## src/osc_setup_defs.svh

```systemverilog
// Purpose: named offsets, field positions, reset values and codes
// Assumes: included by osc_setup_events.sv
// Notes: byte offsets on a 32-bit AHB-Lite register bus
`ifndef OSC_SETUP_DEFS_SVH
`define OSC_SETUP_DEFS_SVH
`define OFS_LS_TUNE 8'h00
`define OFS_HS_SETUP 8'h04
`define OFS_FLAGS 8'h08
`define OFS_FLAG_CLR 8'h0C
`define OFS_ENABLES 8'h10
`define OFS_TRIM_CTRL 8'h14
`define LS_CAP_LSB 8
`define LS_BOOST_LSB 6
`define LS_NORM_LSB 4
`define LS_WAIT_LSB 0
`define HS_FREQ_LSB 10
`define HS_TYPE_LSB 8
`define HS_GAIN_LSB 4
`define HS_WAIT_LSB 0
`define TRIM_BIT 4
`define EV_STOP 5
`define EV_TRIM 4
`define EV_HS 2
`define EV_LS 1
`define EV_INT 0
`define EV_MASK 6'h37
`define RST_LS_CAP 3'h0
`define RST_LS_BOOST 2'h2
`define RST_LS_NORM 2'h1
`define RST_LS_WAIT 2'h2
`define RST_HS_FREQ 2'h3
`define RST_HS_TYPE 2'h0
`define RST_HS_GAIN 2'h1
`define RST_HS_WAIT 3'h0
`define HS_TYPE_INTERNAL 2'h0
`define HS_TYPE_CR 2'h1
`define HS_TYPE_XTAL 2'h2
`define LS_WAIT_4K 17'h01000
`define HS_WAIT_BASE 17'h00004
`define HS_WAIT_CODE_MID 3'h6
`define HS_WAIT_CODE_LONG 3'h7
`define LS_WAIT_CODE_MID 2'h2
`define LS_WAIT_CODE_LONG 2'h3
`define LS_WAIT_CODE_SHORT 2'h1
`endif

```

## src/osc_setup_pkg.sv

```systemverilog
// Purpose: types shared by the oscillator setup block
// Assumes: nothing
// Notes: settle states are Gray coded along idle, count, done
package osc_setup_pkg;
  typedef enum logic [1:0] {
    SETTLE_IDLE = 2'b00,
    SETTLE_COUNT = 2'b01,
    SETTLE_DONE = 2'b11
  } settle_state_t;
  typedef logic [16:0] wait_count_t;
endpackage

```

## src/osc_setup_events.sv

```systemverilog
// Purpose: oscillator configuration registers, settle counters and event flags
// Assumes: AHB-Lite slave, zero wait states; analog strobes synchronous to clock_in
// Notes: oscillator ticks arrive as one-cycle enables from the analog side
// Notes on behaviour
// - three-bit low-speed gate capacitance code held and driven, 7 max, 0 min.
// - low-speed boost gain code drives the cell only while boost startup runs.
// - low-speed normal gain code drives the cell after startup.
// - low-speed settle wait 65536, 16384, 4096 ticks for codes 3, 2, 1.
// - internal type frequency code 3..0 selects 4 MHz, 2, 1, 0.5 MHz.
// - high-speed type code: 0 internal, 1 CR, 2 crystal; 3 reserved.
// - high-speed gain code applies only when crystal type is selected.
// - high-speed settle wait is four ticks times four to the code.
// - oscillation stop sets bit 5; trim completion sets bit 4.
// - settle done sets bit 2 high-speed, bit 1 low-speed, bit 0 internal.
// - writing one clears an event flag; writing zero leaves it.
// - internal settle flag reads zero after reset release.
// - enables for stop at bit 5 and trim done at bit 4.
// - enables for settle done at bits 2, 1 and 0.
// - trim start bit clears itself when trimming finishes, raising the flag.
`timescale 1ns/1ps
`include "osc_setup_defs.svh"
`default_nettype none
module osc_setup_events
  import osc_setup_pkg::*;
#(
  parameter wait_count_t LS_WAIT_MID = 17'h04000,
  parameter wait_count_t LS_WAIT_LONG = 17'h10000,
  parameter wait_count_t HS_WAIT_MID = 17'h04000,
  parameter wait_count_t HS_WAIT_LONG = 17'h10000
) (
  // clock and reset
  input wire logic clock_in,
  input wire logic reset_n_in,
  // ahb-lite slave
  input wire logic hsel_in,
  input wire logic [7:0] haddr_in,
  input wire logic [1:0] htrans_in,
  input wire logic hwrite_in,
  input wire logic [2:0] hsize_in,
  input wire logic [31:0] hwdata_in,
  input wire logic hready_in,
  output logic hreadyout_out,
  output logic hresp_out,
  output logic [31:0] hrdata_out,
  // analog cell status
  input wire logic lowspeed_enable_in,
  input wire logic lowspeed_tick_in,
  input wire logic lowspeed_boost_active_in,
  input wire logic lowspeed_stop_in,
  input wire logic highspeed_enable_in,
  input wire logic highspeed_tick_in,
  input wire logic internal_settled_in,
  input wire logic trim_finished_in,
  // analog cell controls
  output logic [2:0] gate_cap_code_out,
  output logic [1:0] lowspeed_gain_out,
  output logic [1:0] highspeed_freq_select_out,
  output logic [1:0] highspeed_type_select_out,
  output logic [1:0] highspeed_xtal_gain_out,
  output logic lowspeed_stable_out,
  output logic highspeed_stable_out,
  output logic auto_trim_start_out,
  // interrupt
  output logic irq_out
);

  function automatic wait_count_t ls_target(input logic [1:0] code);
    unique case (code)
      `LS_WAIT_CODE_LONG: ls_target = LS_WAIT_LONG;
      `LS_WAIT_CODE_MID: ls_target = LS_WAIT_MID;
      default: ls_target = `LS_WAIT_4K;
    endcase
  endfunction

  function automatic wait_count_t hs_target(input logic [2:0] code);
    unique case (code)
      `HS_WAIT_CODE_LONG: hs_target = HS_WAIT_LONG;
      `HS_WAIT_CODE_MID: hs_target = HS_WAIT_MID;
      default: hs_target = wait_count_t'(`HS_WAIT_BASE << {code, 1'b0});
    endcase
  endfunction

  logic [2:0] gate_cap_code_q;
  logic [1:0] lowspeed_boost_gain_q;
  logic [1:0] lowspeed_normal_gain_q;
  logic [1:0] lowspeed_settle_wait_q;
  logic [1:0] highspeed_freq_select_q;
  logic [1:0] highspeed_type_select_q;
  logic [1:0] highspeed_xtal_gain_q;
  logic [2:0] highspeed_settle_wait_q;
  logic [5:0] flags_q;
  logic [5:0] flags_d;
  logic [5:0] enables_q;
  logic auto_trim_start_q;
  logic [31:0] hrdata_q;
  logic wr_pend_q;
  logic [7:0] wr_addr_q;
  logic addr_ok;
  logic [15:0] rd_word;
  logic [5:0] ev_set;
  logic [5:0] ev_clr;
  logic wr_now;
  settle_state_t ls_state_q;
  settle_state_t hs_state_q;
  wait_count_t ls_cnt_q;
  wait_count_t hs_cnt_q;
  logic ls_en_q;
  logic hs_en_q;
  logic ls_done;
  logic hs_done;

  // bus: always ready, always okay
  assign hreadyout_out = 1'b1;
  assign hresp_out = 1'b0;
  assign hrdata_out = hrdata_q;
  assign addr_ok = hsel_in && hready_in && htrans_in[1];
  assign wr_now = wr_pend_q;

  always_comb begin
    rd_word = 16'h0000;
    unique case (haddr_in)
      `OFS_LS_TUNE: begin
        rd_word[`LS_CAP_LSB +: 3] = gate_cap_code_q;
        rd_word[`LS_BOOST_LSB +: 2] = lowspeed_boost_gain_q;
        rd_word[`LS_NORM_LSB +: 2] = lowspeed_normal_gain_q;
        rd_word[`LS_WAIT_LSB +: 2] = lowspeed_settle_wait_q;
      end
      `OFS_HS_SETUP: begin
        rd_word[`HS_FREQ_LSB +: 2] = highspeed_freq_select_q;
        rd_word[`HS_TYPE_LSB +: 2] = highspeed_type_select_q;
        rd_word[`HS_GAIN_LSB +: 2] = highspeed_xtal_gain_q;
        rd_word[`HS_WAIT_LSB +: 3] = highspeed_settle_wait_q;
      end
      `OFS_FLAGS: rd_word[5:0] = flags_q & `EV_MASK;
      `OFS_ENABLES: rd_word[5:0] = enables_q & `EV_MASK;
      `OFS_TRIM_CTRL: rd_word[`TRIM_BIT] = auto_trim_start_q;
      default: rd_word = 16'h0000;
    endcase
  end

  // address phase capture, read data for the data phase
  always_ff @(posedge clock_in or negedge reset_n_in) begin
    if (!reset_n_in) begin
      wr_pend_q <= 1'b0;
      wr_addr_q <= 8'h00;
      hrdata_q <= 32'h0000_0000;
    end else begin
      if (hready_in) begin
        wr_pend_q <= addr_ok && hwrite_in;
        wr_addr_q <= haddr_in;
      end
      if (addr_ok && !hwrite_in) begin
        hrdata_q <= {16'h0000, rd_word};
      end
    end
  end

  // low-speed tuning register
  always_ff @(posedge clock_in or negedge reset_n_in) begin
    if (!reset_n_in) begin
      gate_cap_code_q <= `RST_LS_CAP;
      lowspeed_boost_gain_q <= `RST_LS_BOOST;
      lowspeed_normal_gain_q <= `RST_LS_NORM;
      lowspeed_settle_wait_q <= `RST_LS_WAIT;
    end else if (wr_now && wr_addr_q == `OFS_LS_TUNE) begin
      gate_cap_code_q <= hwdata_in[`LS_CAP_LSB +: 3];
      lowspeed_boost_gain_q <= hwdata_in[`LS_BOOST_LSB +: 2];
      lowspeed_normal_gain_q <= hwdata_in[`LS_NORM_LSB +: 2];
      lowspeed_settle_wait_q <= hwdata_in[`LS_WAIT_LSB +: 2];
    end
  end

  // high-speed setup register
  always_ff @(posedge clock_in or negedge reset_n_in) begin
    if (!reset_n_in) begin
      highspeed_freq_select_q <= `RST_HS_FREQ;
      highspeed_type_select_q <= `RST_HS_TYPE;
      highspeed_xtal_gain_q <= `RST_HS_GAIN;
      highspeed_settle_wait_q <= `RST_HS_WAIT;
    end else if (wr_now && wr_addr_q == `OFS_HS_SETUP) begin
      highspeed_freq_select_q <= hwdata_in[`HS_FREQ_LSB +: 2];
      highspeed_type_select_q <= hwdata_in[`HS_TYPE_LSB +: 2];
      highspeed_xtal_gain_q <= hwdata_in[`HS_GAIN_LSB +: 2];
      highspeed_settle_wait_q <= hwdata_in[`HS_WAIT_LSB +: 3];
    end
  end

  // analog controls
  assign gate_cap_code_out = gate_cap_code_q;
  assign lowspeed_gain_out = lowspeed_boost_active_in ?
                             lowspeed_boost_gain_q : lowspeed_normal_gain_q;
  assign highspeed_freq_select_out = highspeed_freq_select_q;
  assign highspeed_type_select_out = highspeed_type_select_q;
  assign highspeed_xtal_gain_out = (highspeed_type_select_q == `HS_TYPE_XTAL) ?
                                   highspeed_xtal_gain_q : 2'h0;
  assign lowspeed_stable_out = (ls_state_q == SETTLE_DONE);
  assign highspeed_stable_out = (hs_state_q == SETTLE_DONE);
  assign auto_trim_start_out = auto_trim_start_q;

  // low-speed settle counter, restarts on each enable rise
  assign ls_done = (ls_state_q == SETTLE_COUNT) && lowspeed_tick_in &&
                   (wait_count_t'(ls_cnt_q + 17'h00001) == ls_target(lowspeed_settle_wait_q));
  always_ff @(posedge clock_in or negedge reset_n_in) begin
    if (!reset_n_in) begin
      ls_state_q <= SETTLE_IDLE;
      ls_cnt_q <= 17'h00000;
      ls_en_q <= 1'b0;
    end else begin
      ls_en_q <= lowspeed_enable_in;
      if (!lowspeed_enable_in) begin
        ls_state_q <= SETTLE_IDLE;
      end else if (!ls_en_q) begin
        ls_state_q <= SETTLE_COUNT;
        ls_cnt_q <= 17'h00000;
      end else if (ls_done) begin
        ls_state_q <= SETTLE_DONE;
      end else if (ls_state_q == SETTLE_COUNT && lowspeed_tick_in) begin
        ls_cnt_q <= wait_count_t'(ls_cnt_q + 17'h00001);
      end
    end
  end

  // high-speed settle counter
  assign hs_done = (hs_state_q == SETTLE_COUNT) && highspeed_tick_in &&
                   (wait_count_t'(hs_cnt_q + 17'h00001) == hs_target(highspeed_settle_wait_q));
  always_ff @(posedge clock_in or negedge reset_n_in) begin
    if (!reset_n_in) begin
      hs_state_q <= SETTLE_IDLE;
      hs_cnt_q <= 17'h00000;
      hs_en_q <= 1'b0;
    end else begin
      hs_en_q <= highspeed_enable_in;
      if (!highspeed_enable_in) begin
        hs_state_q <= SETTLE_IDLE;
      end else if (!hs_en_q) begin
        hs_state_q <= SETTLE_COUNT;
        hs_cnt_q <= 17'h00000;
      end else if (hs_done) begin
        hs_state_q <= SETTLE_DONE;
      end else if (hs_state_q == SETTLE_COUNT && highspeed_tick_in) begin
        hs_cnt_q <= wait_count_t'(hs_cnt_q + 17'h00001);
      end
    end
  end

  // auto trim start bit
  always_ff @(posedge clock_in or negedge reset_n_in) begin
    if (!reset_n_in) begin
      auto_trim_start_q <= 1'b0;
    end else if (trim_finished_in) begin
      auto_trim_start_q <= 1'b0;
    end else if (wr_now && wr_addr_q == `OFS_TRIM_CTRL) begin
      auto_trim_start_q <= hwdata_in[`TRIM_BIT];
    end
  end

  // event flags: set wins over clear
  always_comb begin
    ev_set = 6'h00;
    ev_set[`EV_STOP] = lowspeed_stop_in;
    ev_set[`EV_TRIM] = trim_finished_in && auto_trim_start_q;
    ev_set[`EV_HS] = hs_done;
    ev_set[`EV_LS] = ls_done;
    ev_set[`EV_INT] = internal_settled_in;
    ev_clr = 6'h00;
    if (wr_now && (wr_addr_q == `OFS_FLAGS || wr_addr_q == `OFS_FLAG_CLR)) begin
      ev_clr = hwdata_in[5:0] & `EV_MASK;
    end
    flags_d = ((flags_q & ~ev_clr) | ev_set) & `EV_MASK;
  end

  always_ff @(posedge clock_in or negedge reset_n_in) begin
    if (!reset_n_in) begin
      flags_q <= 6'h00;
    end else begin
      flags_q <= flags_d;
    end
  end

  always_ff @(posedge clock_in or negedge reset_n_in) begin
    if (!reset_n_in) begin
      enables_q <= 6'h00;
    end else if (wr_now && wr_addr_q == `OFS_ENABLES) begin
      enables_q <= hwdata_in[5:0] & `EV_MASK;
    end
  end

  assign irq_out = |(flags_q & enables_q);

  // tick tallies kept apart from the settle counters, for the checks below
  wait_count_t ls_ticks_q;
  wait_count_t hs_ticks_q;
  always_ff @(posedge clock_in or negedge reset_n_in) begin
    if (!reset_n_in) begin
      ls_ticks_q <= 17'h00000;
    end else if (!ls_en_q) begin
      ls_ticks_q <= 17'h00000;
    end else if (ls_state_q == SETTLE_COUNT && lowspeed_tick_in) begin
      ls_ticks_q <= wait_count_t'(ls_ticks_q + 17'h00001);
    end
  end

  always_ff @(posedge clock_in or negedge reset_n_in) begin
    if (!reset_n_in) begin
      hs_ticks_q <= 17'h00000;
    end else if (!hs_en_q) begin
      hs_ticks_q <= 17'h00000;
    end else if (hs_state_q == SETTLE_COUNT && highspeed_tick_in) begin
      hs_ticks_q <= wait_count_t'(hs_ticks_q + 17'h00001);
    end
  end

  a_irq_level: assert property (@(posedge clock_in) disable iff (!reset_n_in)
    irq_out == |(flags_q & enables_q & `EV_MASK))
    else $error("interrupt does not follow flags and enables");

  a_set_beats_clear: assert property (@(posedge clock_in) disable iff (!reset_n_in)
    (ev_set[`EV_LS] && wr_now && wr_addr_q == `OFS_FLAGS) |=> flags_q[`EV_LS])
    else $error("event lost against a clear");

  a_w1c_clears: assert property (@(posedge clock_in) disable iff (!reset_n_in)
    (wr_now && wr_addr_q == `OFS_FLAGS && hwdata_in[`EV_STOP] && !lowspeed_stop_in)
    |=> !flags_q[`EV_STOP])
    else $error("write one did not clear flag");

  a_w0_keeps: assert property (@(posedge clock_in) disable iff (!reset_n_in)
    (wr_now && wr_addr_q == `OFS_FLAGS && !hwdata_in[`EV_HS] && flags_q[`EV_HS])
    |=> flags_q[`EV_HS])
    else $error("write zero changed flag");

  a_trim_self_clear: assert property (@(posedge clock_in) disable iff (!reset_n_in)
    (trim_finished_in && auto_trim_start_q) |=> (!auto_trim_start_q && flags_q[`EV_TRIM]))
    else $error("trim completion not handled");

  a_ls_gain_mux: assert property (@(posedge clock_in) disable iff (!reset_n_in)
    lowspeed_gain_out == (lowspeed_boost_active_in ? lowspeed_boost_gain_q
                                                   : lowspeed_normal_gain_q))
    else $error("low-speed gain selection wrong");

  a_hs_gain_gate: assert property (@(posedge clock_in) disable iff (!reset_n_in)
    (highspeed_type_select_out != `HS_TYPE_XTAL) |-> highspeed_xtal_gain_out == 2'h0)
    else $error("crystal gain applied to other type");

  a_ls_settle_flag: assert property (@(posedge clock_in) disable iff (!reset_n_in)
    $rose(lowspeed_stable_out) |-> flags_q[`EV_LS] &&
      $past(ls_cnt_q) == wait_count_t'(ls_target(lowspeed_settle_wait_q) - 17'h00001))
    else $error("low-speed settle count wrong");

  a_hs_short_wait: assert property (@(posedge clock_in) disable iff (!reset_n_in)
    ($rose(highspeed_stable_out) && highspeed_settle_wait_q == 3'h0)
    |-> hs_ticks_q == `HS_WAIT_BASE)
    else $error("four tick high-speed wait wrong");

  a_reset_flags_zero: assert property (@(posedge clock_in) disable iff (!reset_n_in)
    !$past(reset_n_in) |-> !flags_q[`EV_INT])
    else $error("internal settle flag set after reset");

  a_reserved_zero: assert property (@(posedge clock_in) disable iff (!reset_n_in)
    hrdata_out[31:16] == 16'h0000 && (flags_q & ~`EV_MASK) == 6'h00)
    else $error("reserved bits not zero");

  a_ls_short_wait: assert property (@(posedge clock_in) disable iff (!reset_n_in)
    ($rose(lowspeed_stable_out) && lowspeed_settle_wait_q == `LS_WAIT_CODE_SHORT)
    |-> ls_ticks_q == `LS_WAIT_4K)
    else $error("low-speed short wait wrong");

  a_stop_sets_flag: assert property (@(posedge clock_in) disable iff (!reset_n_in)
    lowspeed_stop_in |=> flags_q[`EV_STOP])
    else $error("stop event did not set flag");

  a_int_sets_flag: assert property (@(posedge clock_in) disable iff (!reset_n_in)
    internal_settled_in |=> flags_q[`EV_INT])
    else $error("internal settle did not set flag");

endmodule
`default_nettype wire

```

## config.mk

```make
export PLATFORM = sky130hd
export DESIGN_NAME = osc_setup_events
export DESIGN_NICKNAME = d
export VERILOG_FILES = /design/src/osc_setup_pkg.sv /design/src/osc_setup_events.sv
export VERILOG_INCLUDE_DIRS = /design/src
export SDC_FILE = /design/constraint.sdc
export NUM_CORES = 1
export LEC_CHECK = 0
export BUFFER_PORTS_ARGS = -buffer_cell sky130_fd_sc_hd__clkbuf_2
export CAP_MARGIN = 20
export CORE_ASPECT_RATIO = 2
export CORE_UTILIZATION = 30
export CTS_BUF_LIST = sky130_fd_sc_hd__clkbuf_2 sky130_fd_sc_hd__clkbuf_4 sky130_fd_sc_hd__clkbuf_8
export DETAILED_ROUTE_END_ITERATION = 12
export PLACE_DENSITY = 0.56
export SYNTH_ARGS = -nofsm -noshare
export SYNTH_HDL_FRONTEND = slang
export SYNTH_SLANG_ARGS = --single-unit
```

## constraint.sdc

```tcl
create_clock -name clock_in -period 3.7 [get_ports clock_in]
set_input_delay 0.185 -clock clock_in [delete_from_list [all_inputs] [get_ports clock_in]]
set_output_delay 0.185 -clock clock_in [all_outputs]
set_load 0.05 [all_outputs]
```

Yosys cells after proc, flatten, opt, wreduce, memory -nomap -nowiden
Cells that the tools add are included.
Widths: inputs -> output; s select.

word-level totals
  register bits after elaboration = 89
  bits in latches = 0
  memory bits (writable) = 0
  ROM bits = 0
  input bits = 58
  output and inout bits = 49
  word-level logic and storage cells = 101
  memories kept = 0

cells by class
  add/subtract/negate cells = 2
  $mul = 0
  divide/modulo/power cells = 0
  order comparisons = 0
  equal/unequal tests = 26
  shifts and indexed selects = 1
  muxes and demuxes = 26
  bitwise operators = 4
  reduce and logical (&&, ||, !) cells = 22

operators by type and width
  cell                   number
  $mux 17                6
  $pmux 17 s2            2
  $add 17x1->17 const B  2
  $eq 17x17->1           2
  $eq 8x5->1 const B     4
  $eq 8x4->1 const B     3
  $mux 2                 9
  $shl 3x4->17 const A   1
  $eq 8x3->1 const B     2
  $logic_not 8->1        2
  $logic_and 1x1->1      14
  $and 6x6->6            2
  $eq 2x2->1 const B     5
  $pmux 2 s4             1
  $eq 3x3->1 const B     2
  $mux 6                 1
  $ne 3x2->1 const B     2
  $not 6->6              1
  $or 6x6->6             1
  $pmux 3 s2             1
  $reduce_and 3->1       2
  $reduce_or 6->1        1
  $pmux 1 s5             1
  $eq 2x1->1 const B     2
  8 further kinds        12

Logic depth before layout (Yosys ltp)
Gate-level depths: netlist of the first run.

  depth in word-level cells = 7
  gate-level depth with buffers = 12
  gate-level depth less buffers = 9

Least setup slack after synthesis of the first run
No wires, ideal clock.

  path kind = register to register
  start = register ls_cnt_q[0]
  end = register ls_cnt_q[2]
  library setup time = 0.120 ns
  arrival = 2.857 ns
  required time = 3.580 ns
  path slack = 0.723 ns
  cell stages (with the launch flop) = 11
  path buffers = 1
  clock period less this slack = 2.977 ns
  path through = dfrtp_1 > ha_1 > nand4_1 > or4_4 > xor2_1 > or4b_1 > a311oi_2 > buf_4 > nor2_4 > a32o_1 > a31o_1

on the way
  word-level cells in the longest chain between the ends = 5
  elaborated cells between the ends (all ways) = 8
  classes of those cells = 1 x add/sub; 2 x eq/ne; 3 x mux; 2 x reduce/logical

ends and longest elaborated chain
  what                        RTL line                                          RTL
  from (decl)                 osc_setup_events.sv:105                           wait_count_t ls_cnt_q;
  from (signal assigned)      osc_setup_events.sv:218                           ls_cnt_q <= wait_count_t'(ls_cnt_q + 17'h00001);
  $add 17x1->17 *             osc_setup_events.sv:202, osc_setup_events.sv:218
  $eq 17x17->1                osc_setup_events.sv:202                           (wait_count_t'(ls_cnt_q + 17'h00001) == ls_target(lowspeed_settle_wait_q));
  $logic_and 1x1->1           osc_setup_events.sv:201                           assign ls_done = (ls_state_q == SETTLE_COUNT) && lowspeed_tick_in &&
  $ne 2x2->1 (no line)        --
  $reduce_and 3->1 (no line)  --

Every way passes the cells marked *; elsewhere a longest branch is shown, timed or not. The select of a mux whose other input is x is not followed.
A chain may end at the register's enable or synchronous reset.

Worst setup path in the final report of the first run
Same ends and word-level chain as after synthesis.

==> results of run 1 <==
## placed cells by master, fill, tap and decap left out, types with 4 or more instances in the layout
| master | count |
|---|---|
| nor4_1 | 13 |
| inv_1 | 10 |
| nand2_1 | 65 |
| nand3_1 | 33 |
| a21oi_1 | 11 |
| buf_4 | 7 |
| nand4_1 | 14 |
| and4_1 | 4 |
| nor3_1 | 13 |
| nand2b_1 | 4 |
| o211ai_1 | 12 |
| nor2_1 | 33 |
| a22oi_1 | 10 |
| clkbuf_2 | 57 |
| xnor2_1 | 13 |
| dfrtp_1 | 83 |
| mux2_2 | 34 |
| nor2b_1 | 7 |
| clkbuf_8 | 10 |
| and3_1 | 6 |
| a211o_1 | 9 |
| dfstp_2 | 6 |
| conb_1 | 23 |
| a22o_1 | 6 |
| or4_1 | 11 |
| o21ai_0 | 18 |
| xor2_1 | 9 |
| and2_1 | 6 |
| mux2i_1 | 6 |
| dlygate4sd3_1 | 5 |
## through the flow
stage	instance area [µm²]	total power, W
floorplan	5430	0.001335
global placement	5693	0.001403
detailed placement	5693	0.001413
CTS	5951	0.002138
global route	5951	0.002215
finish	5951	0.002107
## cell families (layout without fill, tap and decap cells)
group,count (synthesis),in the layout,synth area share [%]
other cells,2,23,0.1403
simple gates,235,235,23.54
flops,89,89,41.76
fa+ha+maj,4,4,0.8886
buf+inv,73,96,7.084
mux,40,40,8.277
xor+xnor,22,22,3.601
compound gates,105,105,14.71
## flip-flops by register name, indices dropped and copies added (netlist names), 2 cells and up
signal	flops
lowspeed_settle_wait_q	2
hrdata_out	11
flags_q	5
lowspeed_boost_gain_q	2
highspeed_type_select_out	2
highspeed_xtal_gain_q	2
hs_cnt_q	17
ls_cnt_q	17
enables_q	5
hs_state_q	2
highspeed_freq_select_out	2
highspeed_settle_wait_q	3
lowspeed_normal_gain_q	2
ls_state_q	2
gate_cap_code_out	3
wr_addr_q	8
## metal layers
layer	up-vias	wire [µm]
met5	-	0
met4	0	448
met3	30	610
met2	123	8184
met1	2202	5101
li1	2128	-
## report_power, final
group          leakage (nW)  switching, W  internal (W)  total [W]
Sequential             1.15     0.0000726       0.00102    0.00110
Combinational          1.35      0.000194      0.000107   0.000301
Clock                0.0996      0.000368      0.000342   0.000709
Total                  2.60      0.000634       0.00147    0.00211
## area by class of cell
| type | count | area (µm²) | share of cell area [%] |
|---|---|---|---|
| Tap cell | 210 | 262.8 | 4.415 |
| Sequential cell | 89 | 2235 | 37.55 |
| Inverter | 11 | 41.29 | 0.6939 |
| Multi-Input combinational cell | 429 | 2816 | 47.33 |
| Clock inverter | 5 | 62.56 | 1.051 |
| Timing Repair Buffer | 69 | 387.9 | 6.518 |
| Clock buffer | 11 | 145.1 | 2.439 |
## worst paths after layout
check / endpoint / slack [ns] / start
worst max-delay path: ls_cnt_q[2] / 0.32 / ls_cnt_q[0]
worst min-delay path: highspeed_freq_select_out[1] / 0.05 / hwdata_in[11]
min in group asynchronous: ls_cnt_q[0] / 0.46 / reset_n_in
worst max register to register: ls_cnt_q[2] / 0.32 / ls_cnt_q[0]
max in group asynchronous: lowspeed_settle_wait_q[1] / 2.35 / reset_n_in
worst min register to register: hrdata_out[11] / 0.48 / hrdata_out[11]
## critical path: cells and delay by family (launching register included)
kind            cells  cell delay, ns
compound gates      3            0.76
xor+xnor            1            0.23
fa+ha+maj           1            0.29
buf+inv             1            0.24
flops               1            0.48
simple gates        4            1.27
==> qor.csv, run 1 <==
metric,value,unit
timing.slew.headroom,41.50,%
clock_latency,0.37,ns
hpwl,10950,µm
ctsHoldBuffers,5,
synth_common_cells,"dfrtp_1, nand2_1, mux2_2",
cts_buffer_depth,2,
critPathKind,reg2reg,
dp.cells,803,
synth_top_area_share,38.81,%
hold_viol_final,0,
status,completed,
via_per_inst,5.441,
rsz0062_at_grt,false,
hold_depth,2,
dr.pass1.iters,4,
wl,14350,µm
finalCriticalPeriod,3.375,ns
fmax,296.3,MHz
cts_tree,built,
cpPeakStageDelay,0.49,ns
hp-class,in2reg,
synth_edf_count,0,
num-nets-final,670,
pwr_density_cell,354.0,nW/µm²
grt-ovfl-total,0,
ys_ff_latch,89,
syn_area,5351,µm²
max_cap_viol_count,0,
avgSynthCellArea,9.388,µm²
antenna_found_initial,0,
synthToLayoutAreaGrowth,11.20,%
final_layout_size_suffix_gt1_share,20.85,%
period_share,91.22,%
grt_start_max_net_pins,68,
synthCells,570,
place.gp.congestion,0.9171,
fin_worst_skew,0.01824,ns
yosys_warnings,0,
fillCellCount,1811,
initial_core_util,30.83,%
cp-end-kind,flip-flop,
insertedDiodeCount,0,
path_max_fanout,10,
yosysUniqueCellTypes,69,
worst_hold_slack,0.04938,ns
final_util,34.28,%
tns,0,ns
numCtsBuffers,9,
root_buffer,clkbuf_8,
io_buffers,58,
pre_cts_ws,0.3734,ns
cts.repair.resized,0,
cts.sinks,89,
fp.dieH,190.9,µm
io_pins,107,
grt_pass1_wl,23030,µm
fin_cells,824,
dieArea,18410,µm²
startpoint_type,flip-flop,
row_count,68,
htreeDepth,3,
irDropWorstVdd,168.8,µV
async_reset_ff_share,100.0,%
worstPathCellList,ha_1 > nand4_1 > or4_4 > xor2_1 > or4b_1 > a311oi_2 > buf_4 > nor2_4 > a32o_1 > a31o_1,
grt_use_met3,3.509,%
grt_use_total,16.50,%
yosys.cell_count.top_type,dfrtp_1,
setup_violations,0,
cts_setup_buffers,0,
tightest_slew,0.8776,ns
grt_util_met1,16.84,%
reg2reg_depth,10,
drv_slew,0,
cp.arrival,3.64,ns
die_w,96.44,µm
path_clk_slew,0.10,ns
grtUsageMet2,31.18,%
vias,4483,
drt_iter0_drc,164,
leakagePower,2.601,nW
drc,0,
required,3.97,ns
synthFlopType,dfrtp_1,
wire_per_inst,17.41,µm
crit_path_top_delay_cell,or4b_1,
first_global_vias,4422,
yosys.area.top_type,dfrtp_1,
core_area,17360,µm²
synth_area_leaders,"dfrtp_1, mux2_2, nand2_1, buf_4, nand3_1",
fin_ws,0.3248,ns
gr-max-usage-layer,met2,
ant_nets,0,
seq_area_frac_synth,41.76,%
Power figures use the tool's default switching activity.
==> run 2, diff against run 1 <==
--- a/config.mk
+++ b/config.mk
@@ -6,7 +6,7 @@
 export SDC_FILE = /design/constraint.sdc
 export NUM_CORES = 1
 export LEC_CHECK = 0
-export BUFFER_PORTS_ARGS = -buffer_cell sky130_fd_sc_hd__clkbuf_2
+export BUFFER_PORTS_ARGS = -buffer_cell sky130_fd_sc_hd__buf_2
 export CAP_MARGIN = 20
 export CORE_ASPECT_RATIO = 2
 export CORE_UTILIZATION = 30
==> run 2 against run 1 <==
  * The flow now finishes with violations (negative hold slack)
  * Sequential power about the same
  * Power grew 1.3%
  * Count of clock-buffer cells in the layout fell by 1
  * Utilization decreased by 0.14 points
  * Register-to-register slack about the same
  * Highest routed layer unchanged
==> qor.csv, run 2 (same netlist as run 1, synthesis figures left out) <==
metric,value,unit,change
period_share,91.30,%,about the same
grt_start_max_net_pins,74,,+8.8%
dp.cells,803,,unchanged
status,"finished, violations left",,
cp.arrival,3.63,ns,about the same
setup_violations,0,,unchanged
post_dp_cell_area,5693,µm²,unchanged
fp.dieH,190.9,µm,unchanged
timing.slew.headroom,34.64,%,-6.9 points
synthToLayoutAreaGrowth,10.76,%,
cts.sinks,89,,unchanged
crit_path_top_delay_cell,or4_4,,
cts.repair.resized,0,,unchanged
finalCriticalPeriod,3.378,ns,+0.002856 ns
hpwl,11010,µm,+0.53%
max_cap_viol_count,0,,unchanged
place.gp.congestion,0.9219,,+0.52%
initial_core_util,30.83,%,unchanged
ant_nets,0,,unchanged
violations,negative hold slack,,
io_buffers,58,,unchanged
fin_worst_skew,0.008486,ns,-0.009753 ns
grt-ovfl-total,0,,unchanged
combPwrFrac,14.0,%,-0.3 points
first_global_vias,4486,,+1.4%
grt_use_total,16.69,%,+0.19 points
vias,4427,,-1.2%
htreeDepth,3,,unchanged
p_int,0.001513,W,+2.8%
rsz0062_at_grt,false,,
tightest_slew,0.9804,ns,+0.1028 ns
totalPowerFinal,0.002133,W,+1.3%
row_count,68,,unchanged
critPathTopFamily,simple AND/OR/NAND/NOR gates,,
insertedDiodeCount,0,,unchanged
antenna_found_initial,1,,+1
pwr-share-seq,51.4,%,-0.6 points
tns,0,ns,unchanged
irDropWorstVdd,178.0,µV,+5.4%
wl,14520,µm,+1.2%
root_buffer,clkbuf_8,,
die_w,96.44,µm,unchanged
fmax,296.0,MHz,about the same
cts_buffer_depth,2,,unchanged
io_pins,107,,unchanged
pwr_density_cell,359.9,nW/µm²,+1.7%
cts_tree,built,,
final_common_cell,dfrtp_1,,
fin_area,5927,µm²,-0.40%
path_clk_slew,0.09,ns,about the same
startpoint_type,flip-flop,,
switching_share,29.08,%,-1.0 points
path_max_fanout,10,,unchanged
drc,0,,unchanged
pwr-share-clk,34.6,%,+0.9 points
grt_pass1_wl,23260,µm,+0.99%
dr.pass1.iters,5,,+1
numCtsBuffers,9,,unchanged
p_switching,0.0006203,W,-2.2%
num-nets-final,667,,-0.45%
critPathKind,reg2reg,,
cp-end-kind,flip-flop,,
required,3.95,ns,-0.02 ns
cpPeakStageDelay,0.50,ns,about the same
hold_viol_final,21,,+21
wire_per_inst,17.69,µm,+1.6%
worstPathCellList,ha_1 > nand4_1 > or4_4 > xor2_1 > or4b_1 > a311oi_2 > buf_4 > nor2_4 > a32o_1 > a31o_1,,
critPathBufInv,1,,unchanged
final_layout_size_suffix_gt1_share,20.95,%,+0.10 points
dieArea,18410,µm²,unchanged
via_per_inst,5.392,,-0.89%
final_util,34.15,%,-0.14 points
hp-class,in2async,,
worst_hold_slack,-0.03581,ns,-0.08519 ns
fin_cells,821,,-0.36%
drv_slew,0,,unchanged
mostFrequentLayoutCells,"dfrtp_1, nand2_1, buf_2",,
drt_iter0_drc,150,,-8.5%
leakagePower,2.614,nW,+0.49%
core_area,17360,µm²,unchanged
clock_latency,0.36,ns,about the same
==> run 2: cell types whose count changed in the layout (fill, tap and decap cells not counted), sizes merged <==
cell,change
buf,+57
clkinv,+2
bufinv,+1
dlygate4sd3,-3
inv,-1
clkinvlp,-1
clkbuf,-58
==> run 2: final timing paths <==
| kind | slack [ns] | cells past startpoint | start | to |
|---|---|---|---|---|
| setup / recovery | 0.32 | 10 | ls_cnt_q[0] | ls_cnt_q[2] |
| hold / removal | -0.04 | 1 | reset_n_in | ls_cnt_q[15] |
| setup reg to reg | 0.32 | 10 | ls_cnt_q[0] | ls_cnt_q[2] |
| hold reg to reg | 0.48 | 2 | hrdata_out[11] | hrdata_out[11] |
| max in group asynchronous | 2.90 | 2 | reset_n_in | hs_cnt_q[9] |
| min in group clock_in | 0.03 | 2 | internal_settled_in | flags_q[0] |
==> run 2: layer usage <==
metal	vias to the layer above	global-route usage, %	routed length, µm
li1	2123	-	-
met1	2154	17.11	5223
met2	125	31.69	8300
met3	25	3.429	579
met4	0	6.391	418
met5	-	0	0
==> run 2: power by group through the flow <==
stage / Combinational [W] / Sequential [W] / Clock, W
3_5_place_dp: 0.000299 / 0.00112 / 0
3_3_place_gp: 0.000292 / 0.00111 / 0
4_1_cts: 0.000302 / 0.00110 / 0.000768
2_1_floorplan: 0.000249 / 0.00109 / 0
6_report: 0.000299 / 0.00110 / 0.000737
5_1_grt: 0.000330 / 0.00111 / 0.000804
==> run 2: worst register-to-register path, cell delays in order, from the launching register on <==
cell and delay [ns]:
dfrtp_1 0.46, ha_1 0.30, nand4_1 0.23, or4_4 0.50, xor2_1 0.24, or4b_1 0.48, a311oi_2 0.29, buf_4 0.23
nor2_4 0.09, a32o_1 0.27, a31o_1 0.19
==> run 2: what timing repair did <==
action                                 CTS  global route
endpoints found under the hold margin    2             0
hold buffers                             2             0
setup buffers                            0             0
==> run 2: per-stage QoR <==
step                setup WS (ns)  hold slack, ns
CTS                        0.3232        0.004081
detailed placement         0.3508          0.3621
global route              0.09848        0.009493
global placement           0.4500          0.3556
finish                     0.3220        -0.03581
floorplan                  0.7233         -0.1106
==> run 2: area by class of cell <==
cell class                 count  area, µm²
tap                          210      262.8
fill                        1811      11430
multi-input combinational    429       2816
clock buffer                  10      131.4
inverter                      11      41.29
clock inverter                 6      82.58
sequential                    89       2235
timing repair buffer          66      357.8
